==> src/pkg/sar_adc_pkg.sv <==
// Purpose: Shared constants and types for the converter control block
// Assumes: 32-bit AXI4-Lite register bus, 100 MHz system clock
// Notes: Control register layout follows the converter control word

package sar_adc_pkg;

  // Register byte offsets
  localparam logic [7:0] CONVERTER_CONTROL_REG = 8'h00;
  localparam logic [7:0] CHANNEL_SELECT_REG = 8'h04;
  localparam logic [7:0] CONVERTER_RESULT_REG = 8'h08;
  localparam logic [7:0] IRQ_STATUS_REG = 8'h0C;
  localparam logic [7:0] IRQ_MASK_REG = 8'h10;

  // Control and result field positions
  localparam int CTRL_TEMP_BIT = 13;
  localparam int CTRL_CLK_LSB = 10;
  localparam int CTRL_ACQ_LSB = 8;
  localparam int CTRL_START_BIT = 7;
  localparam int CTRL_DIFF_BIT = 6;
  localparam int RESULT_LSB = 16;
  localparam int RESULT_SIGN_LSB = 28;

  // Values after reset: divider two, eight acquisition clocks
  localparam logic [15:0] CTRL_RESET = 16'h0600;
  localparam logic [3:0] CHAN_RESET = 4'h0;

  // Conversion kinds in control bits 2:0
  localparam logic [2:0] CONV_NONE = 3'h0;
  localparam logic [2:0] CONV_EXT_PIN = 3'h1;
  localparam logic [2:0] CONV_TIMER_A = 3'h2;
  localparam logic [2:0] CONV_TIMER_B = 3'h3;
  localparam logic [2:0] CONV_SINGLE = 3'h4;
  localparam logic [2:0] CONV_CONTINUOUS = 3'h5;
  localparam logic [2:0] CONV_LOGIC_ARRAY = 3'h6;

  // Multiplexer code of the die temperature channel
  localparam logic [3:0] TEMP_CHANNEL = 4'hC;

  // Result width, converter clock counts and search seed
  localparam int RESULT_BITS = 12;
  localparam logic [4:0] TRIAL_TICKS = 5'h0C;
  localparam logic [4:0] EXTRA_TICKS = 5'h13;
  localparam logic [11:0] SAR_MSB = 12'h800;

  // Throughput: at divider one and two acquisition clocks one sample is
  // 21 converter clocks, so a 41.78 MHz source gives about 2 MSPS
  localparam real SYS_CLK_MHZ = 100.0;
  localparam real TARGET_MSPS = 1.0;
  localparam int SAMPLE_BUDGET_CYCLES = int'(SYS_CLK_MHZ / TARGET_MSPS);

  // AXI responses
  localparam logic [1:0] RESP_OKAY = 2'h0;
  localparam logic [1:0] RESP_SLVERR = 2'h2;

  typedef enum logic [3:0] {
    ST_IDLE = 4'b0001,
    ST_ACQ = 4'b0010,
    ST_CONV = 4'b0100,
    ST_SPARE = 4'b1000
  } conv_state_t;

endpackage

==> src/pin_sync.sv <==
// Purpose: Bring an asynchronous trigger pin into the clock domain
// Assumes: Pin may change at any time
// Notes: A change counts once the second and third stages agree
`timescale 1ns/100ps
`default_nettype none

module pin_sync (
  // Clock and reset
  input wire logic sys_clk,
  input wire logic resetn,
  // Pin and qualified rising edge
  input wire logic pinIn,
  output logic risePulse
);

  typedef struct packed {
    logic s1;
    logic s2;
    logic s3;
    logic level;
    logic pulse;
  } sync_t;

  sync_t st_q, st_d;

  // First stage feeds only the second
  always_comb begin
    st_d = st_q;
    st_d.s1 = pinIn;
    st_d.s2 = st_q.s1;
    st_d.s3 = st_q.s2;
    st_d.pulse = 1'b0;
    if (st_q.s2 == st_q.s3) begin
      st_d.level = st_q.s3;
      st_d.pulse = st_q.s3 & ~st_q.level;
    end
  end

  always_ff @(posedge sys_clk) begin
    if (!resetn) begin
      st_q <= '0;
    end else begin
      st_q <= st_d;
    end
  end

  assign risePulse = st_q.pulse;
endmodule
`default_nettype wire

==> src/sar_step.sv <==
// Purpose: Successive-approximation register, one bit decision per step
// Assumes: Comparator output is latched on the system clock
// Notes: High comparator keeps the bit under trial
`timescale 1ns/100ps
`default_nettype none

module sar_step
  import sar_adc_pkg::*;
(
  // Clock and reset
  input wire logic sys_clk,
  input wire logic resetn,
  // Control
  input wire logic start,
  input wire logic step,
  input wire logic compIn,
  // Trial code and finish
  output logic [11:0] code,
  output logic done
);

  typedef struct packed {
    logic [11:0] code;
    logic [11:0] mask;
    logic done;
  } sar_t;

  sar_t st_q, st_d;

  // Binary search from the top bit down
  always_comb begin
    st_d = st_q;
    if (start) begin
      st_d.code = SAR_MSB;
      st_d.mask = SAR_MSB;
      st_d.done = 1'b0;
    end else if (step && st_q.mask != 12'h000) begin
      if (!compIn) begin
        st_d.code = (st_q.code & ~st_q.mask) | (st_q.mask >> 1);
      end else begin
        st_d.code = st_q.code | (st_q.mask >> 1);
      end
      st_d.mask = st_q.mask >> 1;
      st_d.done = st_q.mask[0];
    end
  end

  always_ff @(posedge sys_clk) begin
    if (!resetn) begin
      st_q <= '0;
    end else begin
      st_q <= st_d;
    end
  end

  assign code = st_q.code;
  assign done = st_q.done;
endmodule
`default_nettype wire

==> src/sar_adc_conversion_control.sv <==
// Purpose: Control of a multichannel 12-bit successive-approximation converter
// Assumes: AXI4-Lite slave, single clock, comparator on the system clock
// Notes: Conversion kinds and timing are set in the control register
// Summary of operation
// - 12-bit result by bitwise successive approximation
// - Single-ended or differential applied every conversion
// - Software single or continuous conversions
// - Pin, logic array, timer overflows trigger
// - Temperature channel selectable like others
// - Single-ended result is straight binary
// - Timing allows one megasample per second
// - Differential result twos complement, shifted right
// - Result in bits 16-27, sign above
// - Reset: eight acquisition clocks, divider two
// - Start enable gates starts, not continuous run
//
// Decided for this implementation: the register offsets and the AXI4-Lite slave port.
`timescale 1ns/100ps
`default_nettype none

module sar_adc_conversion_control
  import sar_adc_pkg::*;
(
  // Clock and reset
  input wire logic sys_clk,
  input wire logic resetn,
  // AXI4-Lite write
  input wire logic [7:0] awaddr,
  input wire logic awvalid,
  output logic awready,
  input wire logic [31:0] wdata,
  input wire logic [3:0] wstrb,
  input wire logic wvalid,
  output logic wready,
  output logic [1:0] bresp,
  output logic bvalid,
  input wire logic bready,
  // AXI4-Lite read
  input wire logic [7:0] araddr,
  input wire logic arvalid,
  output logic arready,
  output logic [31:0] rdata,
  output logic [1:0] rresp,
  output logic rvalid,
  input wire logic rready,
  // Trigger sources
  input wire logic extConversionTriggerPin,
  input wire logic logicArrayOut,
  input wire logic generalTimerAOvf,
  input wire logic generalTimerBOvf,
  // Analog front end
  input wire logic compIn,
  output logic [11:0] dacCode,
  output logic sampleHold,
  output logic [3:0] muxSel,
  output logic diffSel,
  // Interrupt
  output logic irq
);

  typedef struct packed {
    logic awReady;
    logic wReady;
    logic awHave;
    logic wHave;
    logic [7:0] awAddr;
    logic [31:0] wData;
    logic [3:0] wStrb;
    logic bValid;
    logic [1:0] bResp;
    logic arReady;
    logic rValid;
    logic [31:0] rData;
    logic [1:0] rResp;
    logic [15:0] ctrl;
    logic [3:0] chan;
    logic mask;
    logic done;
    logic irq;
    logic [31:0] result;
    logic [4:0] divCnt;
    conv_state_t state;
    logic [4:0] cnt;
    logic cont;
    logic sampleHold;
    logic [3:0] muxSel;
    logic diffSel;
    logic sarStart;
    logic sarStep;
    logic laPrev;
  } ctl_t;

  localparam ctl_t CTL_RESET = '{
    ctrl: CTRL_RESET,
    chan: CHAN_RESET,
    state: ST_IDLE,
    default: '0
  };

  ctl_t st_q, st_d;
  logic extPulse;
  logic [11:0] sarCode;
  logic sarDone;

  // Trigger pin is asynchronous
  pin_sync u_pin_sync (
    .sys_clk(sys_clk),
    .resetn(resetn),
    .pinIn(extConversionTriggerPin),
    .risePulse(extPulse)
  );

  sar_step u_sar_step (
    .sys_clk(sys_clk),
    .resetn(resetn),
    .start(st_q.sarStart),
    .step(st_q.sarStep),
    .compIn(compIn),
    .code(sarCode),
    .done(sarDone)
  );

  // Converter clock divider limit; unused codes fall back to /32
  function automatic logic [4:0] divLimit(input logic [2:0] sel);
    case (sel)
      3'h0: divLimit = 5'h00;
      3'h1: divLimit = 5'h01;
      3'h2: divLimit = 5'h03;
      3'h3: divLimit = 5'h07;
      3'h4: divLimit = 5'h0F;
      default: divLimit = 5'h1F;
    endcase
  endfunction

  // Last acquisition tick index: 2, 4, 8 or 16 clocks
  function automatic logic [4:0] acqLast(input logic [1:0] sel);
    acqLast = 5'((6'h02 << sel) - 6'h01);
  endfunction

  // Byte-lane merge for register writes
  function automatic logic [31:0] laneMerge(input logic [31:0] old,
                                            input logic [31:0] data,
                                            input logic [3:0] strb);
    laneMerge = old;
    for (int i = 0; i < 4; i++) begin
      if (strb[i]) begin
        laneMerge[8*i +: 8] = data[8*i +: 8];
      end
    end
  endfunction

  // Result word: straight binary or shifted twos complement, sign filled
  function automatic logic [31:0] formatResult(input logic [11:0] raw,
                                               input logic diff);
    logic [11:0] val;
    val = raw;
    formatResult = '0;
    if (diff) begin
      val = {~raw[11], ~raw[11], raw[10:1]};
    end
    formatResult[RESULT_LSB +: RESULT_BITS] = val;
    formatResult[31:RESULT_SIGN_LSB] = {4{diff & val[11]}};
  endfunction

  logic tick;
  logic doWrite;
  logic wrCtrl;
  logic [31:0] ctrlMerged;
  logic [2:0] convKind;
  logic swReq;
  logic hwReq;
  logic laRise;
  logic writeBack;

  // Everything happens in one next-state process
  always_comb begin
    st_d = st_q;
    st_d.sarStart = 1'b0;
    st_d.sarStep = 1'b0;
    tick = (st_q.divCnt == divLimit(st_q.ctrl[CTRL_CLK_LSB +: 3]));
    st_d.divCnt = tick ? 5'h00 : st_q.divCnt + 5'h01;
    laRise = logicArrayOut & ~st_q.laPrev;
    st_d.laPrev = logicArrayOut;
    writeBack = 1'b0;
    wrCtrl = 1'b0;
    ctrlMerged = laneMerge({16'h0000, st_q.ctrl}, st_q.wData, st_q.wStrb);

    // Write address and data taken in either order
    if (awvalid && st_q.awReady) begin
      st_d.awHave = 1'b1;
      st_d.awAddr = awaddr;
    end
    if (wvalid && st_q.wReady) begin
      st_d.wHave = 1'b1;
      st_d.wData = wdata;
      st_d.wStrb = wstrb;
    end
    if (st_q.bValid && bready) begin
      st_d.bValid = 1'b0;
    end
    doWrite = st_q.awHave && st_q.wHave && !st_q.bValid;
    if (doWrite) begin
      st_d.awHave = 1'b0;
      st_d.wHave = 1'b0;
      st_d.bValid = 1'b1;
      st_d.bResp = RESP_OKAY;
      case (st_q.awAddr)
        CONVERTER_CONTROL_REG: begin
          st_d.ctrl = ctrlMerged[15:0] & 16'h3FFF;
          wrCtrl = 1'b1;
        end
        CHANNEL_SELECT_REG: begin
          st_d.chan = st_q.wStrb[0] ? st_q.wData[3:0] : st_q.chan;
        end
        IRQ_MASK_REG: begin
          st_d.mask = st_q.wStrb[0] ? st_q.wData[0] : st_q.mask;
        end
        CONVERTER_RESULT_REG, IRQ_STATUS_REG: begin
          st_d.bResp = RESP_OKAY;
        end
        default: begin
          st_d.bResp = RESP_SLVERR;
        end
      endcase
    end

    // Reads; a status read clears done before any new set below
    if (st_q.rValid && rready) begin
      st_d.rValid = 1'b0;
    end
    if (arvalid && st_q.arReady) begin
      st_d.rValid = 1'b1;
      st_d.rResp = RESP_OKAY;
      case (araddr)
        CONVERTER_CONTROL_REG: st_d.rData = {16'h0000, st_q.ctrl};
        CHANNEL_SELECT_REG: st_d.rData = {28'h0000000, st_q.chan};
        CONVERTER_RESULT_REG: st_d.rData = st_q.result;
        IRQ_STATUS_REG: begin
          st_d.rData = {30'h00000000, st_q.state != ST_IDLE, st_q.done};
          st_d.done = 1'b0;
        end
        IRQ_MASK_REG: st_d.rData = {31'h00000000, st_q.mask};
        default: begin
          st_d.rData = 32'h00000000;
          st_d.rResp = RESP_SLVERR;
        end
      endcase
    end

    // Software start requests use the freshly written control word, trigger requests the held one
    convKind = st_d.ctrl[2:0];
    swReq = wrCtrl && st_d.ctrl[CTRL_START_BIT] &&
            (convKind == CONV_SINGLE || convKind == CONV_CONTINUOUS);
    hwReq = st_q.ctrl[CTRL_START_BIT] && (
            (st_q.ctrl[2:0] == CONV_EXT_PIN && extPulse) ||
            (st_q.ctrl[2:0] == CONV_TIMER_A && generalTimerAOvf) ||
            (st_q.ctrl[2:0] == CONV_TIMER_B && generalTimerBOvf) ||
            (st_q.ctrl[2:0] == CONV_LOGIC_ARRAY && laRise));

    // Conversion sequencer, paced by converter clock ticks
    case (st_q.state)
      ST_IDLE: begin
        if (swReq || hwReq) begin
          st_d.state = ST_ACQ;
          st_d.cnt = 5'h00;
          st_d.cont = swReq && convKind == CONV_CONTINUOUS;
          st_d.sampleHold = 1'b1;
          st_d.muxSel = st_d.ctrl[CTRL_TEMP_BIT] ? TEMP_CHANNEL : st_d.chan;
          st_d.diffSel = st_d.ctrl[CTRL_DIFF_BIT];
        end
      end
      ST_ACQ: begin
        if (tick) begin
          if (st_q.cnt == acqLast(st_q.ctrl[CTRL_ACQ_LSB +: 2])) begin
            st_d.state = ST_CONV;
            st_d.cnt = 5'h00;
            st_d.sampleHold = 1'b0;
            st_d.sarStart = 1'b1;
          end else begin
            st_d.cnt = st_q.cnt + 5'h01;
          end
        end
      end
      ST_CONV: begin
        if (tick) begin
          st_d.sarStep = (st_q.cnt < TRIAL_TICKS);
          if (st_q.cnt == EXTRA_TICKS - 5'h01) begin
            writeBack = 1'b1;
            st_d.result = formatResult(sarCode, st_q.diffSel);
            st_d.done = 1'b1;
            st_d.cnt = 5'h00;
            // Clearing start enable does not end a continuous run
            if (st_q.cont && st_q.ctrl[2:0] == CONV_CONTINUOUS) begin
              st_d.state = ST_ACQ;
              st_d.sampleHold = 1'b1;
              st_d.muxSel = st_q.ctrl[CTRL_TEMP_BIT] ? TEMP_CHANNEL : st_q.chan;
              st_d.diffSel = st_q.ctrl[CTRL_DIFF_BIT];
            end else begin
              st_d.state = ST_IDLE;
              st_d.cont = 1'b0;
            end
          end else begin
            st_d.cnt = st_q.cnt + 5'h01;
          end
        end
      end
      default: begin
        st_d.state = ST_IDLE;
        st_d.sampleHold = 1'b0;
        st_d.cont = 1'b0;
      end
    endcase

    // Ready flags stay low while a transfer is held
    st_d.awReady = !st_d.awHave && !st_d.bValid;
    st_d.wReady = !st_d.wHave && !st_d.bValid;
    st_d.arReady = !st_d.rValid;
    st_d.irq = st_d.done & st_d.mask;
  end

  always_ff @(posedge sys_clk) begin
    if (!resetn) begin
      st_q <= CTL_RESET;
    end else begin
      st_q <= st_d;
    end
  end

  // Outputs straight from state flops
  assign awready = st_q.awReady;
  assign wready = st_q.wReady;
  assign bvalid = st_q.bValid;
  assign bresp = st_q.bResp;
  assign arready = st_q.arReady;
  assign rvalid = st_q.rValid;
  assign rdata = st_q.rData;
  assign rresp = st_q.rResp;
  assign dacCode = sarCode;
  assign sampleHold = st_q.sampleHold;
  assign muxSel = st_q.muxSel;
  assign diffSel = st_q.diffSel;
  assign irq = st_q.irq;
endmodule
`default_nettype wire

==> config.mk <==
export PLATFORM = sky130hd
export DESIGN_NAME = sar_adc_conversion_control
export DESIGN_NICKNAME = d
export VERILOG_FILES = /design/src/pkg/sar_adc_pkg.sv /design/src/pin_sync.sv /design/src/sar_step.sv /design/src/sar_adc_conversion_control.sv
export SDC_FILE = /design/constraint.sdc
export NUM_CORES = 1
export LEC_CHECK = 0
export BUFFER_PORTS_ARGS = -buffer_cell sky130_fd_sc_hd__buf_2
export CAP_MARGIN = 20
export CORE_UTILIZATION = 40
export CTS_CLUSTER_DIAMETER = 80
export DETAILED_ROUTE_END_ITERATION = 12
export SLEW_MARGIN = 20
export SYNTH_ARGS = -nofsm -noshare
export SYNTH_HDL_FRONTEND = slang
export SYNTH_HIERARCHICAL = 1
export SYNTH_SLANG_ARGS = --single-unit
==> constraint.sdc <==
create_clock -name sys_clk -period 2.31 [get_ports sys_clk]
set_input_delay 0.3465 -clock sys_clk [delete_from_list [all_inputs] [get_ports sys_clk]]
set_output_delay 0.3465 -clock sys_clk [all_outputs]
set_load 0.05 [all_outputs]
* Word level (Yosys, flattened, before mapping)
Cells that the tools add are included.
Cells by class: equality and inequality tests 34, shift operators 1, multiplexer cells 54, add/subtract/negate cells 3, reductions and logical operators 51, bitwise gates (word level) 13, $lt $le $gt $ge 1
Operators with widths (number):
- $pmux 32 s5 | 1
- $mux 12 | 5
- $mux 25 | 2
- $mux 35 | 1
- $eq 8x4->1 const B | 4
- $mux 16 | 2
- $pmux 5 s5 | 1
- $mux 4 | 6
- $or 12x11->12 | 2
- $logic_and 1x1->1 | 19
- $mux 19 | 1
- $mux 1 | 17
- $eq 8x3->1 const B | 2
- $eq 8x5->1 const B | 2
- $logic_not 8->1 | 2
- $eq 3x3->1 const B | 5
- $pmux 5 s3 | 1
- $reduce_and 3->1 | 5
- $reduce_and 5->1 | 3
- $mux 14 | 1
- $ne 2x2->1 const B | 7
- $and 12x12->12 | 1
- $eq 3x2->1 const B | 4
- $mux 6 | 2
- other kinds (35) | 61
Storage, ports and cells: logic and storage cells 198, output and inout bits 60, flip-flop bits (word level) 155, input port bits 64

* Depth between registers and ports, before layout
Gate-level depths: netlist (run 1).
word-level depth 9, mapped depth 8, mapped depth without buffers 7

* By module
Netlist (run 1), hierarchy kept.
By module, submodules not included:
- sar_adc_conversion_control | times used 1, cells an instance 619, area each 5317.6 um2
- sar_step | times used 1, cells an instance 121, area each 1018.5 um2
- pin_sync | times used 1, cells an instance 12, area each 148.9 um2

* Worst setup path after synthesis (run 1)
No wires, ideal clock.
path type register -> register, start point reg st_q (netlist bit bvalid), end point reg st_q[14] in the netlist's numbering, stages on the path, launching flop included 7, setup slack 0.100 ns, clock period less this slack 2.210 ns, path buffers 0, setup time 0.079 ns, arrival 2.131 ns, cells stage by stage dfxtp_1 nand3b_1 nor4b_4 nand2_2 and3_4 or4_1 o211ai_1
Between the ends: word-level cells in the longest chain between the ends 9, elaborated cells between the ends (all ways) 12, classes of those cells 3 x eq/ne; 2 x mux; 7 x reduce/logical
RTL lines:
- start: declaration | RTL line sar_adc_conversion_control.sv:100 | ctl_t st_q, st_d;
- start signal: assignment | RTL line sar_adc_conversion_control.sv:325 | st_q <= st_d;
- $logic_not 1->1 * | RTL line sar_adc_conversion_control.sv:201 | doWrite = st_q.awHave && st_q.wHave && !st_q.bValid;
- $logic_and 1x1->1 * | RTL line sar_adc_conversion_control.sv:201
- $mux 19 | RTL line sar_adc_conversion_control.sv:202 | if (doWrite) begin
- $eq 3x3->1 | RTL line sar_adc_conversion_control.sv:253 | (convKind == CONV_SINGLE || convKind == CONV_CONTINUOUS);
- $logic_or 1x1->1 | RTL line sar_adc_conversion_control.sv:253
- $logic_and 1x1->1 * | RTL line sar_adc_conversion_control.sv:252 | swReq = wrCtrl && st_d.ctrl[CTRL_START_BIT] &&
- $logic_or 1x1->1 * | RTL line sar_adc_conversion_control.sv:263 | if (swReq || hwReq) begin
- $ne 2x2->1 (no line) *
- $reduce_and 4->1 (no line) *
Mark *: on every way between the ends. The rest lies on a longest branch, timed or not. A chain may end at the register's enable or synchronous reset.

* Worst setup path after layout (run 1)
start point reg st_q[159] in the netlist's numbering, end point reg st_q (netlist bit muxSel[1])
Between the ends: word-level cells in the longest chain between the ends 9, elaborated cells between the ends (all ways) 18, classes of those cells 4 x eq/ne; 8 x mux; 6 x reduce/logical
RTL lines:
- $logic_not 8->1 | RTL line sar_adc_conversion_control.sv:207 | case (st_q.awAddr)
- $mux 14 | RTL line sar_adc_conversion_control.sv:207
- $mux 19 | RTL line sar_adc_conversion_control.sv:202
- $eq 3x3->1 | RTL line sar_adc_conversion_control.sv:253
- $logic_or 1x1->1 | RTL line sar_adc_conversion_control.sv:253
- $logic_and 1x1->1 | RTL line sar_adc_conversion_control.sv:252
- $logic_or 1x1->1 | RTL line sar_adc_conversion_control.sv:263
- $ne 2x2->1 (no line)
- $reduce_and 5->1 (no line)
Several ways; a longest one is shown, not always the timed one. The select of a mux whose other input is x is not followed.

==> results of run 1 <==
flip-flops by register name, summed over array words and instances, names as in the netlist:
signal,flops
muxSel,4
u_sar_step/st_q,12
diffSel,1
bvalid,1
wready,1
arready,1
u_sar_step/code,12
rresp,1
u_pin_sync/risePulse,1
rdata,27
u_pin_sync/st_d,2
irq,1
awready,1
u_pin_sync/st_q,2
st_q,76
rvalid,1
sampleHold,1
bresp,1
cells in the final DEF (no fill, tap or decap), drive strengths merged, types with 2 or more instances in the layout:
cell type    n
clkinv       4
xor2         2
a41oi        2
nand2b      22
a311oi       2
nand3       11
a31oi        3
a211oi      12
nand4b       3
o211ai       5
inv         17
nor2        86
ha           4
nand4       11
or3b         3
or3          2
conb         4
dfxtp      146
nor3        18
o221ai       2
xnor2        3
mux2         5
and3         5
a21oi       65
clkbuf      25
nand2       90
a21o         3
o21ai       22
o21a         4
nor3b        5
nor4         2
nor4b        6
buf        120
nor2b        3
or4          2
and2         7
a22oi       28
mux2i       35
layer usage:
metal | wire [microns] | up-vias
met5 | 0 | -
met4 | 199 | 0
met3 | 580 | 15
met2 | 7240 | 127
met1 | 6890 | 2414
li1 | - | 2636
area by class of cell:
type / count / area, sq um / area share [%]
clock inverter: 5 / 27.5 / 0.373
timing repair buffer: 120 / 678 / 9.18
clock buffer: 25 / 505 / 6.85
tap: 211 / 264 / 3.58
sequential: 146 / 2930 / 39.6
inverter: 17 / 63.8 / 0.864
multi-input combinational: 493 / 2920 / 39.5
final timing paths:
path	endpoint	slack, ps	startpoint
setup / recovery	muxSel[1]$_SDFFE_PN0P_	70	st_q[159]$_SDFFE_PN0P_
hold / removal	u_pin_sync/st_d[3]$_SDFF_PN0_	150	extConversionTriggerPin
setup reg to reg	muxSel[1]$_SDFFE_PN0P_	70	st_q[159]$_SDFFE_PN0P_
hold reg to reg	u_pin_sync/st_d[2]$_SDFF_PN0_	450	u_pin_sync/st_d[3]$_SDFF_PN0_
critical path, cell delays in order, from the launching register on:
cell     delay, ps
dfxtp_2        320
or4_4          550
nor4b_4        340
buf_4          200
a31oi_1        120
o21ai_0        220
a21oi_1         90
mux2_1         290
where the power goes:
group | switching (mW) | internal, mW | total (mW) | leakage (nW)
clock network | 0.954 | 1.49 | 2.45 | 0.265
logic | 0.553 | 0.349 | 0.901 | 1.53
registers | 0.0868 | 2.59 | 2.68 | 1.18
total | 1.59 | 4.44 | 6.03 | 2.98
repair_timing:
action / in CTS / in global routing
setup endpoints to repair: 0 / 12
buffers inserted: 0 / 0
hold endpoints to repair: 0 / 0
gates resized for setup: 0 / 7
per-stage QoR:
stage	TNS (ps)	total power [mW]	utilization [%]	hold slack, ps	std cells
after floorplan	0	3.34	-	426	747
final	0	6.03	47.9	152	1017
after global placement	0	3.59	44.3	429	987
after global routing	-8.84	6.29	47.9	141	1017
after detailed placement	0	3.60	44.3	436	987
after CTS	0	6.07	47.7	126	1017
==> impl_metrics.json, run 1 <==
{
  "crit_required_ps": 2610,
  "die_x_microns": 129,
  "die_height_microns": 129,
  "finalHoldViolCount": 0,
  "setup_viol": 0,
  "path_clk_slew_ps": 60,
  "via_count": 5192,
  "grtUsageTotal_pct": 18.9,
  "min_period_ps": 2240,
  "antenna_found_initial": 0,
  "grt_max_degree": 97,
  "yosysWarningCount": 6,
  "pre_cts_ws_ps": 59.2,
  "met1_usage_pct": 24.8,
  "drv_cap": 0,
  "drv_slew": 0,
  "max-vdd-ir-drop_mv": 0.583,
  "grt.busiest_layer": "met2",
  "nFillCells": 1490,
  "root_buffer": "clkbuf_16",
  "wl_per_cell_microns": 14.7,
  "use_met3_pct": 3.66,
  "gp_congestion": 0.859,
  "io-pin-count": 124,
  "port_buffers": 99,
  "final_nets": 863,
  "period_share_pct": 96.9,
  "crit_arrival_ps": 2540,
  "start_kind": "flip-flop",
  "drt_drc_violations_left": 0,
  "grt_pass1_vias": 4890,
  "first_pass_iters": 5,
  "maxSlewHeadroom_pct": 47.4,
  "outcome": "finished clean",
  "place_area_sq_um": 6830,
  "met2_usage_pct": 30.5,
  "viasPerCell": 5.11,
  "power_per_cell_area_nw_per_um2": 816,
  "drt_iter0_markers": 416,
  "gr-total-overflow": 0,
  "tightest_slew_ps": 789,
  "drive_gt1_share_pct": 21.3,
  "worstSetupPathType": "flip-flop to flip-flop",
  "rsz0062_at_grt": "yes",
  "cp_max_fo": 4,
  "grt_pass1_wl_microns": 24300,
  "setup_ws_ps": 70.5,
  "syn-instance-count": 744,
  "core_area_sq_um": 15400,
  "cts_inserted_buffers": 17,
  "areaGrowthSynthToFinish_pct": 15.0,
  "synth_area_per_cell_sq_um": 8.63,
  "wirelength_microns": 14900,
  "hpwl_microns": 10600,
  "p_leak_nw": 2.98,
  "ctsHoldBuffers": 0,
  "h-tree-depth": 4,
  "clk_latency_ps": 420,
  "ant_nets": 0,
  "cts_buffer_depth": 2,
  "cts_sinks": 146,
  "holdPathStages": 2,
  "skew_ps": 12.6,
  "final_area_sq_um": 7380,
  "fmax_mhz": 447,
  "n_antenna_cell": 0,
  "cts_tree": "built",
  "start_util_pct": 41.6,
  "rows": 45,
  "worstSetupEndpointType": "flip-flop",
  "rr_worst_depth": 7,
  "dieArea_sq_um": 16600,
  "hold_path_class": "input pin to flip-flop",
  "syn_area_sq_um": 6420
}
Power figures use the tool's default switching activity.
==> run 2, diff against run 1 <==
- CORE_UTILIZATION: 40 -> 30
==> impl_metrics.json, run 2 (synthesis results as in run 1) <==
{
  "grt_pass1_wl_microns": 24900,
  "grt_pass1_vias": 4771,
  "path_buf_inv": 0,
  "die_x_microns": 148,
  "mostFrequentLayoutCells": "dfxtp_1 (144), buf_2 (99), nand2_1 (89), nor2_1 (86), a21oi_1 (65)",
  "tightest_slew_ps": 830,
  "rows": 53,
  "ctsHoldBuffers": 0,
  "wirelength_microns": 15500,
  "hold_path_class": "input pin to flip-flop",
  "pwr-share-comb_pct": 14.5,
  "outcome": "finished clean",
  "drt_iter0_markers": 312,
  "crit_arrival_ps": 2570,
  "root_buffer": "clkbuf_16",
  "start_kind": "flip-flop",
  "cts_tree": "built",
  "path_clk_slew_ps": 60,
  "final.setup.tns_ps": 0,
  "dp.cells": 1056,
  "port_buffers": 99,
  "die_height_microns": 148,
  "path_cells": "nor3b_1 > a21oi_1 > a21oi_1 > nor3_1 > o211a_1",
  "cp_max_fo": 8,
  "finalHoldViolCount": 0,
  "dieArea_sq_um": 22000,
  "core_area_sq_um": 21000,
  "grtUsageTotal_pct": 14.7,
  "post_cts_buffers": 0,
  "seqPwrFrac_pct": 42.4,
  "drv_slew": 0,
  "hold_start": "extConversionTriggerPin",
  "cts_inserted_buffers": 17,
  "first_pass_iters": 5,
  "layout.cells.non_filler": 1088,
  "viasPerCell": 4.74,
  "power_per_cell_area_nw_per_um2": 837,
  "via_count": 5156,
  "period_share_pct": 97.4,
  "regToRegStartpoint": "st_q[17]$_SDFFE_PN0P_",
  "maxSlewHeadroom_pct": 44.7,
  "clockPowerShare_pct": 43.2,
  "p_leak_nw": 3.03,
  "drive_gt1_share_pct": 21.8,
  "holdPathStages": 2,
  "rsz0062_at_grt": "no",
  "setup_viol": 0,
  "setup_ws_ps": 59.2,
  "gr-total-overflow": 0,
  "pre_cts_ws_ps": 104,
  "min_period_ps": 2250,
  "wl_per_cell_microns": 14.3,
  "clk_latency_ps": 420,
  "cts_sinks": 146,
  "critPathTopFamily": "compound AO/OA/AOI/OAI gates",
  "p_switching_mw": 1.67,
  "hold_end": "u_pin_sync/st_d[3]$_SDFF_PN0_",
  "crit_required_ps": 2630,
  "cpMostUsedCell": "a21oi_1",
  "max_stage_delay_ps": 570,
  "largest_reg_flops": 76,
  "areaGrowthSynthToFinish_pct": 17.4,
  "drt_drc_violations_left": 0,
  "gp_congestion": 0.840,
  "worstSetupPathType": "flip-flop to flip-flop",
  "worst_path_max_delay_cell": "a21oi_1",
  "layout_commonest_cell": "dfxtp_1",
  "fmax_mhz": 444,
  "start_util_pct": 30.5,
  "grt_max_degree": 40,
  "io-pin-count": 124,
  "antenna_found_initial": 1,
  "h-tree-depth": 4,
  "hpwl_microns": 11300,
  "r2r_end": "st_q[17]$_SDFFE_PN0P_",
  "ant_nets": 0,
  "rr_worst_depth": 5,
  "p_sw_share_pct": 26.5,
  "regToRegSetupSlack_ps": 60,
  "max-vdd-ir-drop_mv": 0.742,
  "worstSetupEndpointType": "flip-flop",
  "final_nets": 868,
  "regMostFlops": "st_q",
  "cts_buffer_depth": 2,
  "skew_ps": 7.74,
  "drv_cap": 0,
  "p_int_mw": 4.63
}
run 2: power by group through the flow:
stage / clock [mW] / sequential (mW) / combinational [mW]
floorplan: 0 / 2.74 / 0.597
global route: 2.91 / 2.68 / 0.991
global placement: 0 / 2.72 / 0.903
CTS: 2.79 / 2.67 / 0.894
detailed placement: 0 / 2.72 / 0.891
finish: 2.72 / 2.67 / 0.913
run 2: stage by stage:
step	power [mW]	utilization [%]	hold slack [ps]	cell area, sq um
2_1_floorplan	3.34	-	426	6430
3_3_place_gp	3.62	33.0	432	6930
3_5_place_dp	3.61	33.0	432	6930
4_1_cts	6.35	35.8	141	7520
5_1_grt	6.58	35.8	144	7530
6_report	6.30	35.8	161	7530
run 2: worst max-delay path by stage:
stage          cells after the start  slack (ps)                     end              startpoint
6_report                           5          60   st_q[17]$_SDFFE_PN0P_   st_q[17]$_SDFFE_PN0P_
5_1_grt                            7           8  muxSel[2]$_SDFFE_PN0P_  st_q[159]$_SDFFE_PN0P_
4_1_cts                            6         100   st_q[14]$_SDFFE_PN0P_  st_q[159]$_SDFFE_PN0P_
3_5_place_dp                       6         100   st_q[14]$_SDFFE_PN0P_  st_q[159]$_SDFFE_PN0P_
3_3_place_gp                       6         130   st_q[14]$_SDFFE_PN0P_  st_q[159]$_SDFFE_PN0P_
2_1_floorplan                      6         100   st_q[14]$_SDFFE_PN0P_       bvalid$_SDFF_PN0_
run 2: layout make-up:
class / instances / area (sq um)
fillers: 2161 / 13500
well taps: 275 / 344
inverters: 17 / 63.8
flip-flops and latches: 146 / 2930
clock buffers: 22 / 484
diodes: 1 / 2.50
repair buffers: 125 / 703
clock inverters: 9 / 105
multi-input cells: 493 / 2910
run 2: timing repair:
action / in CTS / in global routing
resized for setup: 0 / 4
endpoints found under the hold margin: 0 / 0
setup endpoints to repair: 0 / 5
run 2: layer usage:
layer	vias to the layer above	share of wire, %	global-route usage (%)
met3	22	4.3	4.26
met1	2382	48	18.6
met2	108	46	23.1
li1	2644	-	-
met5	-	0	0
met4	0	1.7	5.98
